File: src/core/iosc_map.svh
`ifndef IOSC_MAP_SVH
`define IOSC_MAP_SVH

// clock and time units
`define IOSC_CLK_PERIOD_NS 100
`define IOSC_MS_NS 1000000
`define IOSC_SP_UNIT_MS 10

// line count
`define IOSC_NUM_LINES 13

// setting reset values
`define IOSC_MASK_RST 16'h0000
`define IOSC_CPS_RST 8'h01
`define IOSC_RATE_RST 16'h0000
`define IOSC_MODE_RST 8'h00
`define IOSC_OPT_RST 16'h0002

// sleep mode codes
`define IOSC_SM_NONE 8'h00
`define IOSC_SM_PIN 8'h01
`define IOSC_SM_ASYNC_CYC 8'h04
`define IOSC_SM_PIN_CYC 8'h05
`define IOSC_SM_SUPPORT 8'h07
`define IOSC_SM_SYNC_CYC 8'h08

// sleep option bit positions
`define IOSC_SO_PREF_COORD 0
`define IOSC_SO_NON_COORD 1
`define IOSC_SO_STATUS_MSG 2
`define IOSC_SO_NO_EARLY 3
`define IOSC_SO_TYPE_EQ 4
`define IOSC_SO_NO_LONE 5
`define IOSC_SO_FULL_WAKE 8

`endif

File: src/core/iosc_pkg.sv
`default_nettype none
package iosc_pkg;

	// which setting a host command addresses
	typedef enum logic [2:0] {
		IOSC_SEL_MASK,
		IOSC_SEL_CPS,
		IOSC_SEL_RATE,
		IOSC_SEL_MODE,
		IOSC_SEL_OPT,
		IOSC_SEL_FORCE
	} iosc_sel_e;

	// why a sample was sent
	typedef enum logic [1:0] {
		IOSC_CAUSE_NONE,
		IOSC_CAUSE_CHANGE,
		IOSC_CAUSE_PERIODIC,
		IOSC_CAUSE_FORCE
	} iosc_cause_e;

	// sleep state
	typedef enum logic {
		IOSC_AWAKE,
		IOSC_ASLEEP
	} iosc_state_e;

endpackage
`default_nettype wire

File: src/core/iosc_if.sv
`timescale 1ns/1ps
`default_nettype none
interface iosc_if
	import iosc_pkg::*;
#(
	parameter int NUM_LINES = 13
);
	logic [NUM_LINES-1:0] lines;
	logic [NUM_LINES-1:0] digEn;
	logic anyIo;
	logic [15:0] mask;
	logic [15:0] rate;
	logic [7:0] cps;
	logic awake;
	logic wakeStart;
	logic msTick;
	logic forceReq;
	logic fire;
	iosc_cause_e cause;

	modport top (output lines, digEn, anyIo, mask, rate, cps, awake,
		wakeStart, msTick, forceReq, input fire, cause);
	modport smp (input lines, digEn, anyIo, mask, rate, cps, awake,
		wakeStart, msTick, forceReq, output fire, cause);
endinterface
`default_nettype wire

File: src/core/iosc_sampler.sv
`timescale 1ns/1ps
`default_nettype none
module iosc_sampler
	import iosc_pkg::*;
#(
	parameter int NUM_LINES = 13
) (
	input wire logic ref_clk, // module clock
	input wire logic rstSyncN, // synchronised reset, low active
	input wire logic clkEn, // freezes state while low
	iosc_if.smp smp // settings in, sample request out
);
	logic [NUM_LINES-1:0] prevLines_r;
	logic [NUM_LINES-1:0] changed;
	logic [7:0] cycCnt_r;
	logic cycSel_r;
	logic [15:0] msCnt_r;
	logic periodRun;
	logic periodHit;

	// enabled digital lines that moved since last cycle
	assign changed = (smp.lines ^ prevLines_r) & smp.mask[NUM_LINES-1:0]
		& smp.digEn;
	assign periodRun = (smp.rate != 16'h0000) && smp.anyIo && smp.awake
		&& cycSel_r;
	assign periodHit = periodRun && smp.msTick
		&& (msCnt_r + 16'h0001 >= smp.rate);

	// previous line state for edge detection
	always_ff @(posedge ref_clk or negedge rstSyncN) begin
		if (!rstSyncN) begin
			prevLines_r <= '0;
		end else if (clkEn) begin
			prevLines_r <= smp.lines;
		end
	end

	// pick every nth wake cycle
	always_ff @(posedge ref_clk or negedge rstSyncN) begin
		if (!rstSyncN) begin
			cycCnt_r <= 8'h00;
			cycSel_r <= 1'b1;
		end else if (clkEn && smp.wakeStart) begin
			if (cycCnt_r + 8'h01 >= smp.cps) begin
				cycCnt_r <= 8'h00;
				cycSel_r <= 1'b1;
			end else begin
				cycCnt_r <= cycCnt_r + 8'h01;
				cycSel_r <= 1'b0;
			end
		end
	end

	// periodic interval in milliseconds
	always_ff @(posedge ref_clk or negedge rstSyncN) begin
		if (!rstSyncN) begin
			msCnt_r <= 16'h0000;
		end else if (clkEn) begin
			if (!periodRun || periodHit) begin
				msCnt_r <= 16'h0000;
			end else if (smp.msTick) begin
				msCnt_r <= msCnt_r + 16'h0001;
			end
		end
	end

	// sample request, force before change before timer
	always_ff @(posedge ref_clk or negedge rstSyncN) begin
		if (!rstSyncN) begin
			smp.fire <= 1'b0;
			smp.cause <= IOSC_CAUSE_NONE;
		end else if (clkEn) begin
			smp.fire <= smp.forceReq || (|changed) || periodHit;
			if (smp.forceReq) begin
				smp.cause <= IOSC_CAUSE_FORCE;
			end else if (|changed) begin
				smp.cause <= IOSC_CAUSE_CHANGE;
			end else if (periodHit) begin
				smp.cause <= IOSC_CAUSE_PERIODIC;
			end else begin
				smp.cause <= IOSC_CAUSE_NONE;
			end
		end
	end
endmodule
`default_nettype wire

File: src/core/iosc_top.sv
`timescale 1ns/1ps
`default_nettype none
`include "iosc_map.svh"
module iosc_top
	import iosc_pkg::*;
#(
	parameter int NUM_LINES = `IOSC_NUM_LINES,
	parameter int MS_CYCLES = `IOSC_MS_NS / `IOSC_CLK_PERIOD_NS
) (
	input wire logic ref_clk, // 10 MHz clock
	input wire logic rst_n, // async reset, low active
	input wire logic clkEn, // freezes state while low
	input wire logic cmdValid, // host command strobe
	input wire logic cmdWrite, // 1 write, 0 read
	input wire iosc_sel_e cmdSel, // addressed setting
	input wire logic [15:0] cmdData, // write value
	output logic rspValid, // answer strobe
	output logic [15:0] rspData, // read or sampled value
	output logic rspReject, // write refused, or any command to an unknown setting
	input wire logic [NUM_LINES-1:0] digitalLines, // line pins
	input wire logic [NUM_LINES-1:0] lineDigitalEn, // line is digital
	input wire logic [NUM_LINES-1:0] lineAnalogEn, // line is analog
	input wire logic dozeRequestPin, // sleep request pin
	input wire logic hostIdle, // no pending work
	input wire logic [23:0] sleepPeriodSetting, // sleep, 10 ms units
	input wire logic [23:0] wakeTimeSetting, // wake time, ms
	output logic asleep, // device sleeping
	output logic syncSleep, // synchronous mode active
	output logic optPreferredCoord, // sync option bit 0
	output logic optNonCoord, // sync option bit 1
	output logic optStatusMsg, // sync option bit 2
	output logic optNoEarlyWake, // sync option bit 3
	output logic optTypeEquality, // sync option bit 4
	output logic optNoLoneRepeat, // sync option bit 5
	output logic optFullWake, // async option bit 8
	output logic sampleValid, // sample strobe
	output iosc_cause_e sampleCause, // sample reason
	output logic [NUM_LINES-1:0] sampleDigital, // enabled line levels
	output logic [NUM_LINES-1:0] sampleAnalogEn // analog lines to read
);
	localparam logic [15:0] MS_LAST = 16'(MS_CYCLES - 1);

	logic [1:0] rstPipe_r;
	logic rstSyncN;
	logic [NUM_LINES-1:0] lineSync1_r, lineSync2_r;
	logic pinSync1_r, pinSync2_r;
	logic [15:0] msCnt_r;
	logic msTick_r;
	logic [15:0] mask_r, rate_r, opt_r;
	logic [7:0] cps_r, mode_r;
	logic forceReq_r;
	logic [15:0] curVal;
	logic wrOk;
	iosc_state_e state_r, stateNxt;
	logic [31:0] timer_r, timerNxt;
	logic wakeStart_r;
	logic cyclic, earlyEnd;
	logic [31:0] wakeMs, sleepMs;

	iosc_if #(.NUM_LINES(NUM_LINES)) link ();

	// supported sleep mode codes
	function automatic logic modeValid(input logic [15:0] v);
		return v == {8'h00, `IOSC_SM_NONE} || v == {8'h00, `IOSC_SM_PIN}
			|| v == {8'h00, `IOSC_SM_ASYNC_CYC}
			|| v == {8'h00, `IOSC_SM_PIN_CYC}
			|| v == {8'h00, `IOSC_SM_SUPPORT}
			|| v == {8'h00, `IOSC_SM_SYNC_CYC};
	endfunction

	// synchronous family of modes
	function automatic logic isSync(input logic [7:0] m);
		return m == `IOSC_SM_SUPPORT || m == `IOSC_SM_SYNC_CYC;
	endfunction

	// asynchronous family of modes
	function automatic logic isAsync(input logic [7:0] m);
		return m == `IOSC_SM_PIN || m == `IOSC_SM_ASYNC_CYC
			|| m == `IOSC_SM_PIN_CYC;
	endfunction

	// reset release through two flops
	always_ff @(posedge ref_clk or negedge rst_n) begin
		if (!rst_n) begin
			rstPipe_r <= 2'b00;
		end else begin
			rstPipe_r <= {rstPipe_r[0], 1'b1};
		end
	end
	assign rstSyncN = rstPipe_r[1];

	// pin synchronisers
	always_ff @(posedge ref_clk or negedge rstSyncN) begin
		if (!rstSyncN) begin
			lineSync1_r <= '0;
			lineSync2_r <= '0;
			pinSync1_r <= 1'b0;
			pinSync2_r <= 1'b0;
		end else if (clkEn) begin
			lineSync1_r <= digitalLines;
			lineSync2_r <= lineSync1_r;
			pinSync1_r <= dozeRequestPin;
			pinSync2_r <= pinSync1_r;
		end
	end

	// one millisecond tick
	always_ff @(posedge ref_clk or negedge rstSyncN) begin
		if (!rstSyncN) begin
			msCnt_r <= 16'h0000;
			msTick_r <= 1'b0;
		end else if (clkEn) begin
			msTick_r <= (msCnt_r == MS_LAST);
			if (msCnt_r == MS_LAST) begin
				msCnt_r <= 16'h0000;
			end else begin
				msCnt_r <= msCnt_r + 16'h0001;
			end
		end
	end

	// readback and write acceptance
	always_comb begin
		curVal = 16'h0000;
		wrOk = 1'b1;
		unique case (cmdSel)
		IOSC_SEL_MASK: begin
			curVal = mask_r;
		end
		IOSC_SEL_CPS: begin
			curVal = {8'h00, cps_r};
			wrOk = cmdData[15:8] == 8'h00 && cmdData[7:0] != 8'h00;
		end
		IOSC_SEL_RATE: begin
			curVal = rate_r;
		end
		IOSC_SEL_MODE: begin
			curVal = {8'h00, mode_r};
			wrOk = modeValid(cmdData);
		end
		IOSC_SEL_OPT: begin
			curVal = opt_r;
			wrOk = !(cmdData[`IOSC_SO_PREF_COORD]
				&& cmdData[`IOSC_SO_NON_COORD]);
		end
		IOSC_SEL_FORCE: begin
			curVal = 16'(lineSync2_r & lineDigitalEn);
		end
		default: begin
			wrOk = 1'b0;
		end
		endcase
	end

	// settings written by host
	always_ff @(posedge ref_clk or negedge rstSyncN) begin
		if (!rstSyncN) begin
			mask_r <= `IOSC_MASK_RST;
			cps_r <= `IOSC_CPS_RST;
			rate_r <= `IOSC_RATE_RST;
			mode_r <= `IOSC_MODE_RST;
			opt_r <= `IOSC_OPT_RST;
		end else if (clkEn && cmdValid && cmdWrite && wrOk) begin
			unique case (cmdSel)
			IOSC_SEL_MASK: mask_r <= cmdData;
			IOSC_SEL_CPS: cps_r <= cmdData[7:0];
			IOSC_SEL_RATE: rate_r <= cmdData;
			IOSC_SEL_MODE: mode_r <= cmdData[7:0];
			IOSC_SEL_OPT: opt_r <= cmdData;
			default: ;
			endcase
		end
	end

	// command answer and force request
	always_ff @(posedge ref_clk or negedge rstSyncN) begin
		if (!rstSyncN) begin
			rspValid <= 1'b0;
			rspData <= 16'h0000;
			rspReject <= 1'b0;
			forceReq_r <= 1'b0;
		end else if (clkEn) begin
			rspValid <= cmdValid;
			rspReject <= cmdValid && !wrOk
				&& (cmdWrite || cmdSel > IOSC_SEL_FORCE);
			rspData <= (cmdValid && cmdWrite && wrOk
				&& cmdSel != IOSC_SEL_FORCE) ? cmdData : curVal;
			forceReq_r <= cmdValid && cmdSel == IOSC_SEL_FORCE;
		end
	end

	// sleep timing limits
	assign wakeMs = {8'h00, wakeTimeSetting};
	assign sleepMs = 32'({8'h00, sleepPeriodSetting}
		* 32'(`IOSC_SP_UNIT_MS));
	assign cyclic = mode_r == `IOSC_SM_ASYNC_CYC
		|| mode_r == `IOSC_SM_SYNC_CYC
		|| (mode_r == `IOSC_SM_PIN_CYC && pinSync2_r);
	assign earlyEnd = !opt_r[`IOSC_SO_FULL_WAKE] && hostIdle
		&& isAsync(mode_r);

	// sleep state decision
	always_comb begin
		stateNxt = state_r;
		timerNxt = timer_r;
		if (mode_r == `IOSC_SM_PIN) begin
			stateNxt = pinSync2_r ? IOSC_ASLEEP : IOSC_AWAKE;
			timerNxt = 32'h0000_0000;
		end else if (!cyclic) begin
			stateNxt = IOSC_AWAKE;
			timerNxt = 32'h0000_0000;
		end else if (state_r == IOSC_AWAKE && earlyEnd) begin
			stateNxt = IOSC_ASLEEP;
			timerNxt = 32'h0000_0000;
		end else if (msTick_r) begin
			unique case (state_r)
			IOSC_AWAKE: begin
				if (timer_r + 32'h0000_0001 >= wakeMs) begin
					stateNxt = IOSC_ASLEEP;
					timerNxt = 32'h0000_0000;
				end else begin
					timerNxt = timer_r + 32'h0000_0001;
				end
			end
			IOSC_ASLEEP: begin
				if (timer_r + 32'h0000_0001 >= sleepMs) begin
					stateNxt = IOSC_AWAKE;
					timerNxt = 32'h0000_0000;
				end else begin
					timerNxt = timer_r + 32'h0000_0001;
				end
			end
			endcase
		end
	end

	// sleep state registers
	always_ff @(posedge ref_clk or negedge rstSyncN) begin
		if (!rstSyncN) begin
			state_r <= IOSC_AWAKE;
			timer_r <= 32'h0000_0000;
			asleep <= 1'b0;
			wakeStart_r <= 1'b0;
		end else if (clkEn) begin
			state_r <= stateNxt;
			timer_r <= timerNxt;
			asleep <= stateNxt == IOSC_ASLEEP;
			wakeStart_r <= state_r == IOSC_ASLEEP
				&& stateNxt == IOSC_AWAKE;
		end
	end

	// option flags decoded per mode family
	always_ff @(posedge ref_clk or negedge rstSyncN) begin
		if (!rstSyncN) begin
			syncSleep <= 1'b0;
			optPreferredCoord <= 1'b0;
			optNonCoord <= 1'b0;
			optStatusMsg <= 1'b0;
			optNoEarlyWake <= 1'b0;
			optTypeEquality <= 1'b0;
			optNoLoneRepeat <= 1'b0;
			optFullWake <= 1'b0;
		end else if (clkEn) begin
			syncSleep <= isSync(mode_r);
			optPreferredCoord <= isSync(mode_r)
				&& opt_r[`IOSC_SO_PREF_COORD];
			optNonCoord <= isSync(mode_r) && opt_r[`IOSC_SO_NON_COORD];
			optStatusMsg <= isSync(mode_r) && opt_r[`IOSC_SO_STATUS_MSG];
			optNoEarlyWake <= isSync(mode_r) && opt_r[`IOSC_SO_NO_EARLY];
			optTypeEquality <= isSync(mode_r) && opt_r[`IOSC_SO_TYPE_EQ];
			optNoLoneRepeat <= isSync(mode_r) && opt_r[`IOSC_SO_NO_LONE];
			optFullWake <= isAsync(mode_r)
				&& opt_r[`IOSC_SO_FULL_WAKE];
		end
	end

	// settings and events toward the sampler
	assign link.lines = lineSync2_r;
	assign link.digEn = lineDigitalEn;
	assign link.anyIo = (|lineDigitalEn) || (|lineAnalogEn);
	assign link.mask = mask_r;
	assign link.rate = rate_r;
	assign link.cps = cps_r;
	assign link.awake = state_r == IOSC_AWAKE;
	assign link.wakeStart = wakeStart_r;
	assign link.msTick = msTick_r;
	assign link.forceReq = forceReq_r;

	iosc_sampler #(.NUM_LINES(NUM_LINES)) sampler (
		.ref_clk(ref_clk),
		.rstSyncN(rstSyncN),
		.clkEn(clkEn),
		.smp(link)
	);

	// sample outputs
	always_ff @(posedge ref_clk or negedge rstSyncN) begin
		if (!rstSyncN) begin
			sampleValid <= 1'b0;
			sampleCause <= IOSC_CAUSE_NONE;
			sampleDigital <= '0;
			sampleAnalogEn <= '0;
		end else if (clkEn) begin
			sampleValid <= link.fire;
			if (link.fire) begin
				sampleCause <= link.cause;
				sampleDigital <= lineSync2_r & lineDigitalEn;
				sampleAnalogEn <= lineAnalogEn;
			end
		end
	end
endmodule
`default_nettype wire

File: config.mk
export PLATFORM = sky130hd
export DESIGN_NAME = iosc_top
export DESIGN_NICKNAME = d
export VERILOG_FILES = /design/src/core/iosc_pkg.sv /design/src/core/iosc_if.sv /design/src/core/iosc_sampler.sv /design/src/core/iosc_top.sv
export VERILOG_INCLUDE_DIRS = /design/src /design/src/core
export SDC_FILE = /design/constraint.sdc
export NUM_CORES = 1
export LEC_CHECK = 0
export BUFFER_PORTS_ARGS = -buffer_cell sky130_fd_sc_hd__buf_2
export CORE_MARGIN = 4
export CORE_UTILIZATION = 40
export CTS_BUF_LIST = sky130_fd_sc_hd__clkbuf_8 sky130_fd_sc_hd__clkbuf_16
export DETAILED_ROUTE_END_ITERATION = 12
export GPL_ROUTABILITY_DRIVEN = 0
export PLACE_DENSITY = 0.56
export SYNTH_ARGS = -nofsm -noshare
export SYNTH_HDL_FRONTEND = slang
export SYNTH_SLANG_ARGS = --single-unit
File: constraint.sdc
create_clock -name ref_clk -period 9.7 [get_ports ref_clk]
set_clock_uncertainty 0.2 [all_clocks]
set_input_delay 0.485 -clock ref_clk [delete_from_list [all_inputs] [get_ports ref_clk]]
set_output_delay 0.485 -clock ref_clk [all_outputs]
set_load 0.005 [all_outputs]
==> flow_summary.ini, run 1 <==
[yosys]
synth-seq-cells = 242
synth_edf_count = 0
yosysWarnings = 0
syn_avg_cell_area_sq_um = 9.847
synth_async_sr_flop_share_pct = 100.0
synth_top_area_cell = dfrtp_1
synth_cells = 1495
ys_types = 79
synthTopCellsByArea = dfrtp_1, ha_1, mux2_2
ys_seq_area_share_pct = 41.16
synth_top_area_share_pct = 40.63
ys.flop_type = dfrtp_1
netlist_area_sq_um = 14720
syn-num-nets = 1732

[timing]
setup_viol = 0
timing.slew.headroom_pct = 42.07
slew_violations = 0
min_period_over_period_pct = 48.91
min_period_ps = 4745
final-hold-violation-count = 0
fin_tns_setup_ps = 0
max_freq_ghz = 0.2108
tightest_slew_ps = 861.0
rsz0062_at_grt = false

[grt]
grt_pass1_wl_mm = 63.27
grt_pass1_vias = 11890
gr-total-overflow = 0
grt_max_degree = 73
grtUsageTotal_pct = 19.48
antenna_found_initial = 3

[drt]
ant_nets = 0
route.met2.wl_mm = 19.79
drc = 0
wl_met3_mm = 1.660
dr.pass1.iters = 5
routed-via-count = 11910
via_per_inst = 5.497
wl_per_cell_um = 18.11
highest_layer = met5
routed_wl_mm = 39.23
drt-met1-wl_mm = 16.88
drtIter0Drc = 694

[floorplanning]
die_area_sq_um = 39940
coreArea_sq_um = 36430
start_util_pct = 40.41
io_pins = 169
rows = 70
die_height_um = 199.8
die_w_um = 199.8

[clock_network]
cts_tree = done
clk_pin_slew_ps = 60
ctsLongestPathBuffers = 3
cts_setup_buffers = 0
numCtsBuffers = 28
cts_max_level = 1
clock-root-buffer = clkbuf_16
clock_latency_ps = 550
clkSinkCount = 242

[place]
dp_hpwl_mm = 29.02
dpl-instance-area_sq_um = 16020
io_buffers = 168

[cells_and_area]
n_antenna_cell = 0
multi_input_area_sq_um = 8089
final_common_cell = dfrtp_1
nets = 1913
final_layout_size_suffix_gt1_share_pct = 20.32
final_util_pct = 47.50
fill_cells = 3461
fin_area_sq_um = 17310
most-common-layout-cells = dfrtp_1, buf_2, nand2_1
regArea_sq_um = 6063
synthToLayoutAreaGrowth_pct = 17.56

[critical_path]
critical_path_class = register to register
crit_arrival_ps = 5010
cp.required_ps = 9970
critPathMaxStageDelay_ps = 490
critPathMaxFanout = 39
crit_chain = ha_1 -> nand4_1 -> or2_1 -> nor3_1 -> and3_1 -> xor2_1 -> ha_1 -> o21ai_0 -> o21ai_0 -> a211oi_1 -> o211ai_1 -> o21a_1 -> o32ai_4 -> buf_4 -> nand4_1 -> mux2i_1
path_buf_inv = 1
crit_family = simple AND/OR/NAND/NOR gates
cp-end-kind = register
worstSetupStartpointType = register
slowest_stage = dfrtp_1

[min_path]
hold_class = primary input to asynchronous set/reset pin

[pwr]
ir_drop_uv = 152.6
power_mw = 2.916
powerDensity_nw_per_um2 = 168.5
p_leak_nw = 8.330

[status]
outcome = complete, no violations

[job]
drv_cap = 0
## area by class of cell
type	count	area share [%]
Multi-Input combinational cell	1101	46.74
Clock buffer	33	4.446
Sequential cell	242	35.03
Clock inverter	19	1.171
Inverter	90	1.952
Timing Repair Buffer	213	7.273
Tap cell	468	3.383
## metrics by stage
stage | hold slack (ps) | setup slack [ps] | std cells
5_1_grt | 33.37 | 4487 | 2166
6_report | 46.42 | 4955 | 2166
2_1_floorplan | -10.59 | 2262 | 1495
3_5_place_dp | 72.95 | 4410 | 2083
3_3_place_gp | 70.47 | 4524 | 2083
4_1_cts | 13.92 | 4888 | 2166
## synthesized netlist by cell type (20+ instances only)
| cell type | number |
|---|---|
| a21o_1 | 20 |
| and3_1 | 29 |
| nand4_1 | 34 |
| inv_1 | 90 |
| a32o_1 | 24 |
| mux2i_1 | 30 |
| a21oi_1 | 56 |
| nor2_1 | 68 |
| o21ai_0 | 95 |
| nand3_1 | 61 |
| o211ai_1 | 34 |
| nand2_1 | 128 |
| clkbuf_1 | 45 |
| xor2_1 | 41 |
| dfrtp_1 | 239 |
| xnor2_1 | 41 |
| mux2_2 | 88 |
| ha_1 | 123 |
## where the power goes
group | switching (mW) | total, mW | internal [mW]
Clock | 0.441 | 1.09 | 0.650
Combinational | 0.299 | 0.565 | 0.266
Sequential | 0.113 | 1.26 | 1.15
Total | 0.852 | 2.92 | 2.06
## per-layer routing
metal  global-route usage [%]  vias to the layer above
met4                    4.906                        6
met1                    24.98                     5812
li1                         -                     5796
met5                        0                        -
met2                    34.74                      231
met3                    2.837                       62
## path summary, 6_finish.rpt
path	startpoint	to	slack (ps)	cells after the start
worst max-delay path	timer_r[0]$_DFFE_PN0P_	timer_r[26]$_DFFE_PN0P_	4960	16
worst min-delay path	rst_n	rstPipe_r[1]$_DFF_PN0_	50	2
worst max register to register	timer_r[0]$_DFFE_PN0P_	timer_r[26]$_DFFE_PN0P_	4960	16
worst min register to register	rstPipe_r[0]$_DFF_PN0_	rstPipe_r[1]$_DFF_PN0_	150	0
max in group asynchronous	rstPipe_r[1]$_DFF_PN0_	timer_r[15]$_DFFE_PN0P_	7020	2
min in group ref_clk	cmdData[6]	link.rate[6]$_DFFE_PN0P_	50	3
## logic make-up (layout without fill, tap and decap cells)
| group | Yosys count | count (layout) | synth area share, % |
|---|---|---|---|
| simple gates | 431 | 431 | 14.80 |
| compound gates | 336 | 336 | 14.98 |
| flops | 242 | 242 | 41.16 |
| buf+inv | 152 | 355 | 4.071 |
| mux | 126 | 126 | 9.383 |
| fa+ha+maj | 124 | 124 | 10.59 |
| xor+xnor | 83 | 83 | 4.989 |
| other cells | 1 | 1 | 0.02547 |
## registers in the layout (all words and copies together), names as in the netlist, 16 cells and up
| name | count |
|---|---|
| link.mask | 16 |
| link.rate | 16 |
| msCnt_r | 16 |
| opt_r | 16 |
| rspData | 16 |
| sampler.msCnt_r | 16 |
| timer_r | 32 |
## worst reg2reg max path, stage by stage (launching register included)
cell and delay (ps):
dfrtp_1 490, ha_1 330, nand4_1 240, or2_1 400
nor3_1 410, and3_1 230, xor2_1 360, ha_1 320
o21ai_0 140, o21ai_0 110, a211oi_1 240, o211ai_1 150
o21a_1 220, o32ai_4 120, buf_4 410, nand4_1 160
mux2i_1 170
## timing repair
item / CTS / global route
hold endpoints to repair: 32 / 0
gates resized for setup: 0 / 0
hold buffers: 31 / 0
setup endpoints to repair: 0 / 0
Note: power is estimated with default switching activity, not from simulation.
==> inputs of run 2 (changes only) <==
clock period = 4.4 ns   (was 9.7 ns; I/O delays follow)
==> run 2 against run 1 <==
Final area increased by 5.2%. Via count increased by 2.4%. Sequential cell count unchanged. Combinational power increased by 140%. Clock power increased by 110%. Routed wire length increased by 2.8%. Critical path type unchanged.
==> flow_summary.ini, run 2 (synthesis gave the netlist of run 1 again) <==
[drt]
route.met2.wl_mm = 20.35
drt-met1-wl_mm = 17.32
drtIter0Drc = 530
via_per_inst = 5.402
ant_nets = 0
wl_per_cell_um = 17.86
dr.pass1.iters = 5
drc = 0
wl_met3_mm = 1.646
routed_wl_mm = 40.32
routed-via-count = 12200
highest_layer = met5

[status]
outcome = complete, no violations

[grt]
gr-total-overflow = 0
antenna_found_initial = 3
grt_max_degree = 72
grtUsageTotal_pct = 19.55
grt_pass1_vias = 12180
grt_pass1_wl_mm = 63.58

[critical_path]
crit_family = simple AND/OR/NAND/NOR gates
path_buf_inv = 2
rr_startpoint = timer_r[4]$_DFFE_PN0P_
cp.required_ps = 4670
worstSetupStartpointType = register
crit_arrival_ps = 4390
critPathMaxStageDelay_ps = 500
slowest_stage = or3_1
startpoint = timer_r[4]$_DFFE_PN0P_
critPathMaxFanout = 10
crit_top_cell = o21ai_0
critical_path_class = register to register
crit_chain = nand3_1 -> or2_2 -> or3_1 -> nor2_1 -> nand4_1 -> xnor2_2 -> ha_1 -> o21ai_0 -> o21ai_0 -> a211oi_1 -> o211ai_1 -> o21a_1 -> o32ai_4 -> buf_12 -> clkbuf_16 -> a31oi_1 -> mux2i_1
cp-end-kind = register

[timing]
setup_viol = 0
worst_slack_ps = 279.5
fin_tns_setup_ps = 0
tightest_slew_ps = 900.8
min_period_over_period_pct = 93.65
timing.slew.headroom_pct = 39.39
final-hold-violation-count = 0
max_freq_ghz = 0.2427
min_period_ps = 4120
holdWs_ps = 86.48
slew_violations = 0

[place]
dp_cells = 2141
dp_hpwl_mm = 29.54
pre_cts_slack_ps = -303.9
io_buffers = 168

[min_path]
worstHoldStart = cmdSel[1]
hold_class = primary input to register

[cells_and_area]
synthToLayoutAreaGrowth_pct = 23.64
largest_reg_flops = 32
stdcell_count = 2258
most-common-layout-cells = dfrtp_1, buf_2, nand2_1
final_common_cell = dfrtp_1
top_register = timer_r
nets = 2005
fill_cells = 3360
final_layout_size_suffix_gt1_share_pct = 23.32

[pwr]
power_mw = 6.455
powerDensity_nw_per_um2 = 354.7
p_leak_nw = 8.825
ir_drop_uv = 225.1

[floorplanning]
io_pins = 169
rows = 70
start_util_pct = 40.41
coreArea_sq_um = 36430
die_area_sq_um = 39940
die_height_um = 199.8
die_w_um = 199.8

[clock_network]
ctsLongestPathBuffers = 3
clock_latency_ps = 540
cts_max_level = 1
clock-root-buffer = clkbuf_16
clk_pin_slew_ps = 60
cts_tree = done
clkSinkCount = 242
numCtsBuffers = 28

[job]
drv_cap = 0
-- run 2: routing by layer --
metal / vias to the layer above / GRT usage (%)
met4: 2 / 5.006
met2: 234 / 34.96
met1: 5916 / 25.18
met3: 66 / 2.518
met5: - / 0
li1: 5980 / -
-- run 2: power breakdown --
group	internal, mW	total (mW)	switching, mW
Sequential	2.53	2.78	0.246
Combinational	0.658	1.34	0.683
Clock	1.39	2.34	0.943
-- run 2: area by class of cell --
type                    instances  area, sq um  share of cell area, %
diodes                          2        5.005                0.02750
clock buffers                  35        797.0                  4.379
flip-flops and latches        242         6066                  33.33
repair buffers                305         2113                  11.61
multi-input cells            1101         8153                  44.79
well taps                     468        585.6                  3.217
clock inverters                15        143.9                 0.7905
inverters                      90        337.8                  1.856
-- run 2: worst min-delay path: stages --
cell and delay, ps:
buf_2 270, a21oi_1 200, o32ai_1 80
-- run 2: final timing paths --
kind / to / slack (ps) / cells after the start
worst max register to register: timer_r[8]$_DFFE_PN0P_ / 280 / 17
worst min register to register: rstPipe_r[1]$_DFF_PN0_ / 160 / 0
min in group asynchronous: lineSync1_r[6]$_DFFE_PN0P_ / 210 / 0
worst min-delay path: rspReject$_DFFE_PN0P_ / 90 / 3
worst max-delay path: timer_r[8]$_DFFE_PN0P_ / 280 / 17
max in group asynchronous: sampleDigital[0]$_DFFE_PN0P_ / 2830 / 2
-- run 2: what timing repair did --
item,4_1_cts,5_1_grt
hold buffers,61,0
buffers inserted,0,1
hold endpoints to repair,130,0
endpoints found under the setup margin,0,29
resized for setup,0,17
-- run 2: stage by stage --
step | cell area, sq um | utilization, %
final | 18200 | 49.96
after global routing | 18200 | 49.95
after CTS | 18050 | 49.54
after detailed placement | 16500 | 45.28
after global placement | 16500 | 45.28
after floorplan | 14720 | -
==> inputs of run 3 (changes only) <==
CORE_UTILIZATION = 45   (was 40)
PLACE_DENSITY = unset   (was 0.56)
PLACE_DENSITY_LB_ADDON = 0.12   (was unset)
RECOVER_POWER = 25   (was unset)
==> run 3 against run 2 <==
The flow now finishes with violations (max-capacitance violations, max-slew violations). Non-clock buffer count up 1. Die area down 11%. Clock power down 7%. Power down 2.7%. Combinational power about the same. Critical endpoint is now timer_r[18]$_DFFE_PN0P_. Largest cell class unchanged.
==> flow_summary.ini, run 3 (synthesis gave the netlist of run 1 again) <==
[critical_path]
worstSetupStartpointType = primary input
critPathMaxStageDelay_ps = 410
rrSetupSlack_ps = 270
critPathMaxFanout = 15
startpoint = sleepPeriodSetting[1]
crit_chain = buf_2 -> ha_1 -> ha_1 -> fa_1 -> a211oi_2 -> o21ai_1 -> a21oi_2 -> nor4_1 -> o211a_1 -> o21a_1 -> o21ai_1 -> xor2_1 -> ha_1 -> a21o_1 -> a21oi_1 -> o211ai_1 -> o21a_1 -> o32ai_4 -> buf_12 -> buf_12 -> buf_4 -> a32o_1
crit_top_cell = ha_1
reg2reg_depth = 17
worst-path-stages = 22
cp.required_ps = 4680
crit_family = compound AO/OA/AOI/OAI gates
r2r-end = timer_r[18]$_DFFE_PN0P_
cp-end-kind = register
critical_path_class = primary input to register
crit_arrival_ps = 4490
path_buf_inv = 4
crit_end = timer_r[18]$_DFFE_PN0P_
slowest_stage = fa_1
rr_startpoint = timer_r[9]$_DFFE_PN0P_

[floorplanning]
rows = 65
die_area_sq_um = 35670
start_util_pct = 46.18
io_pins = 169
die_w_um = 188.9
die_height_um = 188.9
coreArea_sq_um = 31880

[status]
violations = max-capacitance violations, max-slew violations
outcome = finished with violations

[drt]
ant_nets = 0
dr.pass1.iters = 5
drc = 0
drtIter0Drc = 905
routed_wl_mm = 40.27
routed-via-count = 12370
wl_per_cell_um = 18.11
via_per_inst = 5.565

[cells_and_area]
final_common_cell = dfrtp_1
regArea_sq_um = 6065
final_layout_size_suffix_gt1_share_pct = 21.36
synthToLayoutAreaGrowth_pct = 22.28
largest_reg_flops = 32
fill_cells = 2908
stdcell_count = 2223
top_register = timer_r
multi_input_area_sq_um = 8142
n_antenna_cell = 0
nets = 2005
most-common-layout-cells = dfrtp_1, buf_2, nand2_1

[pwr]
powerDensity_nw_per_um2 = 349.0
p_leak_nw = 8.679
ir_drop_uv = 303.9

[grt]
gr-total-overflow = 0
antenna_found_initial = 0
grt_pass1_vias = 12220
grtUsageTotal_pct = 22.07
grt_max_degree = 108
grt_pass1_wl_mm = 64.87

[timing]
timing.slew.headroom_pct = -31.96
holdWs_ps = 83.57
tightest_slew_ps = 1979
setup_viol = 0
final-hold-violation-count = 0
max_freq_ghz = 0.2376
slew_violations = 157
min_period_ps = 4208
min_period_over_period_pct = 95.64

[clock_network]
clk_pin_slew_ps = 60
clock_latency_ps = 540
cts_max_level = 1
ctsLongestPathBuffers = 3
numCtsBuffers = 27
cts_tree = done
clock-root-buffer = clkbuf_16
clkSinkCount = 242

[place]
dp_cells = 2105
dp_hpwl_mm = 29.38
io_buffers = 168

[min_path]
hold_class = primary input to register

[job]
drv_cap = 2
-- run 3: cell count changes in the layout (fill, tap and decap cells not counted), moves of 3 or more --
cell and delta:
buf_2 -30, clkbuf_1 +31, clkinv_2 +4, clkinvlp_4 -3, inv_1 +3
-- run 3: worst min-delay path by stage --
stage | from | endpoint | cells past startpoint
after CTS | cmdSel[1] | rspReject$_DFFE_PN0P_ | 3
after detailed placement | rst_n | rstPipe_r[0]$_DFF_PN0_ | 1
after global placement | rst_n | rstPipe_r[0]$_DFF_PN0_ | 1
after global routing | cmdSel[1] | rspReject$_DFFE_PN0P_ | 3
final | cmdSel[1] | rspReject$_DFFE_PN0P_ | 3
after floorplan | rst_n | rstPipe_r[0]$_DFF_PN0_ | 0
-- run 3: where the power goes --
group / switching [mW] / internal [mW] / leakage, nW
combinational: 0.696 / 0.638 / 5.13
clock: 0.914 / 1.26 / 0.460
sequential: 0.243 / 2.53 / 3.09
total: 1.85 / 4.43 / 8.68
-- run 3: worst reg2reg max path, cell delays in order (launching register included) --
cell and delay, ps:
dfrtp_1 440, nand4_2 190, or2_2 350, nor3_1 220, buf_4 170, nand3_1 80, xnor2_1 430, ha_1 260
o21a_1 130, nor2_1 40, a2111oi_2 320, o31a_1 230, o21a_1 180, o32ai_4 90, buf_12 160, buf_12 140
buf_4 140, a32o_1 240
-- run 3: layout make-up --
class	count	share of cell area (%)
Multi-Input combinational cell	1101	45.23
Sequential cell	242	33.69
Timing Repair Buffer	306	11.40
Clock buffer	32	4.135
Tap cell	435	3.023
Inverter	90	1.877
Clock inverter	17	0.6533
-- run 3: per-stage QoR --
stage	setup TNS (ps)	total power, mW	worst slack [ps]	area (sq um)	util [%]
2_1_floorplan	0	3.562	116.0	14720	-
3_3_place_gp	-8831	4.072	-357.7	16450	51.59
3_5_place_dp	-13440	4.110	-516.1	16450	51.59
4_1_cts	0	6.355	19.14	17930	56.24
5_1_grt	-53.41	6.645	-20.69	18000	56.47
6_report	0	6.282	191.8	18000	56.47
-- run 3: routing by layer --
| metal | part of all wire (%) | global-route usage [%] | vias to the layer above |
|---|---|---|---|
| li1 | - | - | 5997 |
| met1 | 44 | 29.17 | 6043 |
| met2 | 50 | 39.33 | 265 |
| met3 | 3.9 | 2.397 | 65 |
| met4 | 2.1 | 4.849 | 0 |
| met5 | 0 | 0 | - |
-- run 3: what timing repair did --
| item | in CTS | in global routing |
|---|---|---|
| setup buffers | 0 | 5 |
| hold endpoints to repair | 129 | 0 |
| gates resized for setup | 0 | 20 |
| hold buffers | 62 | 0 |
| setup endpoints to repair | 0 | 29 |
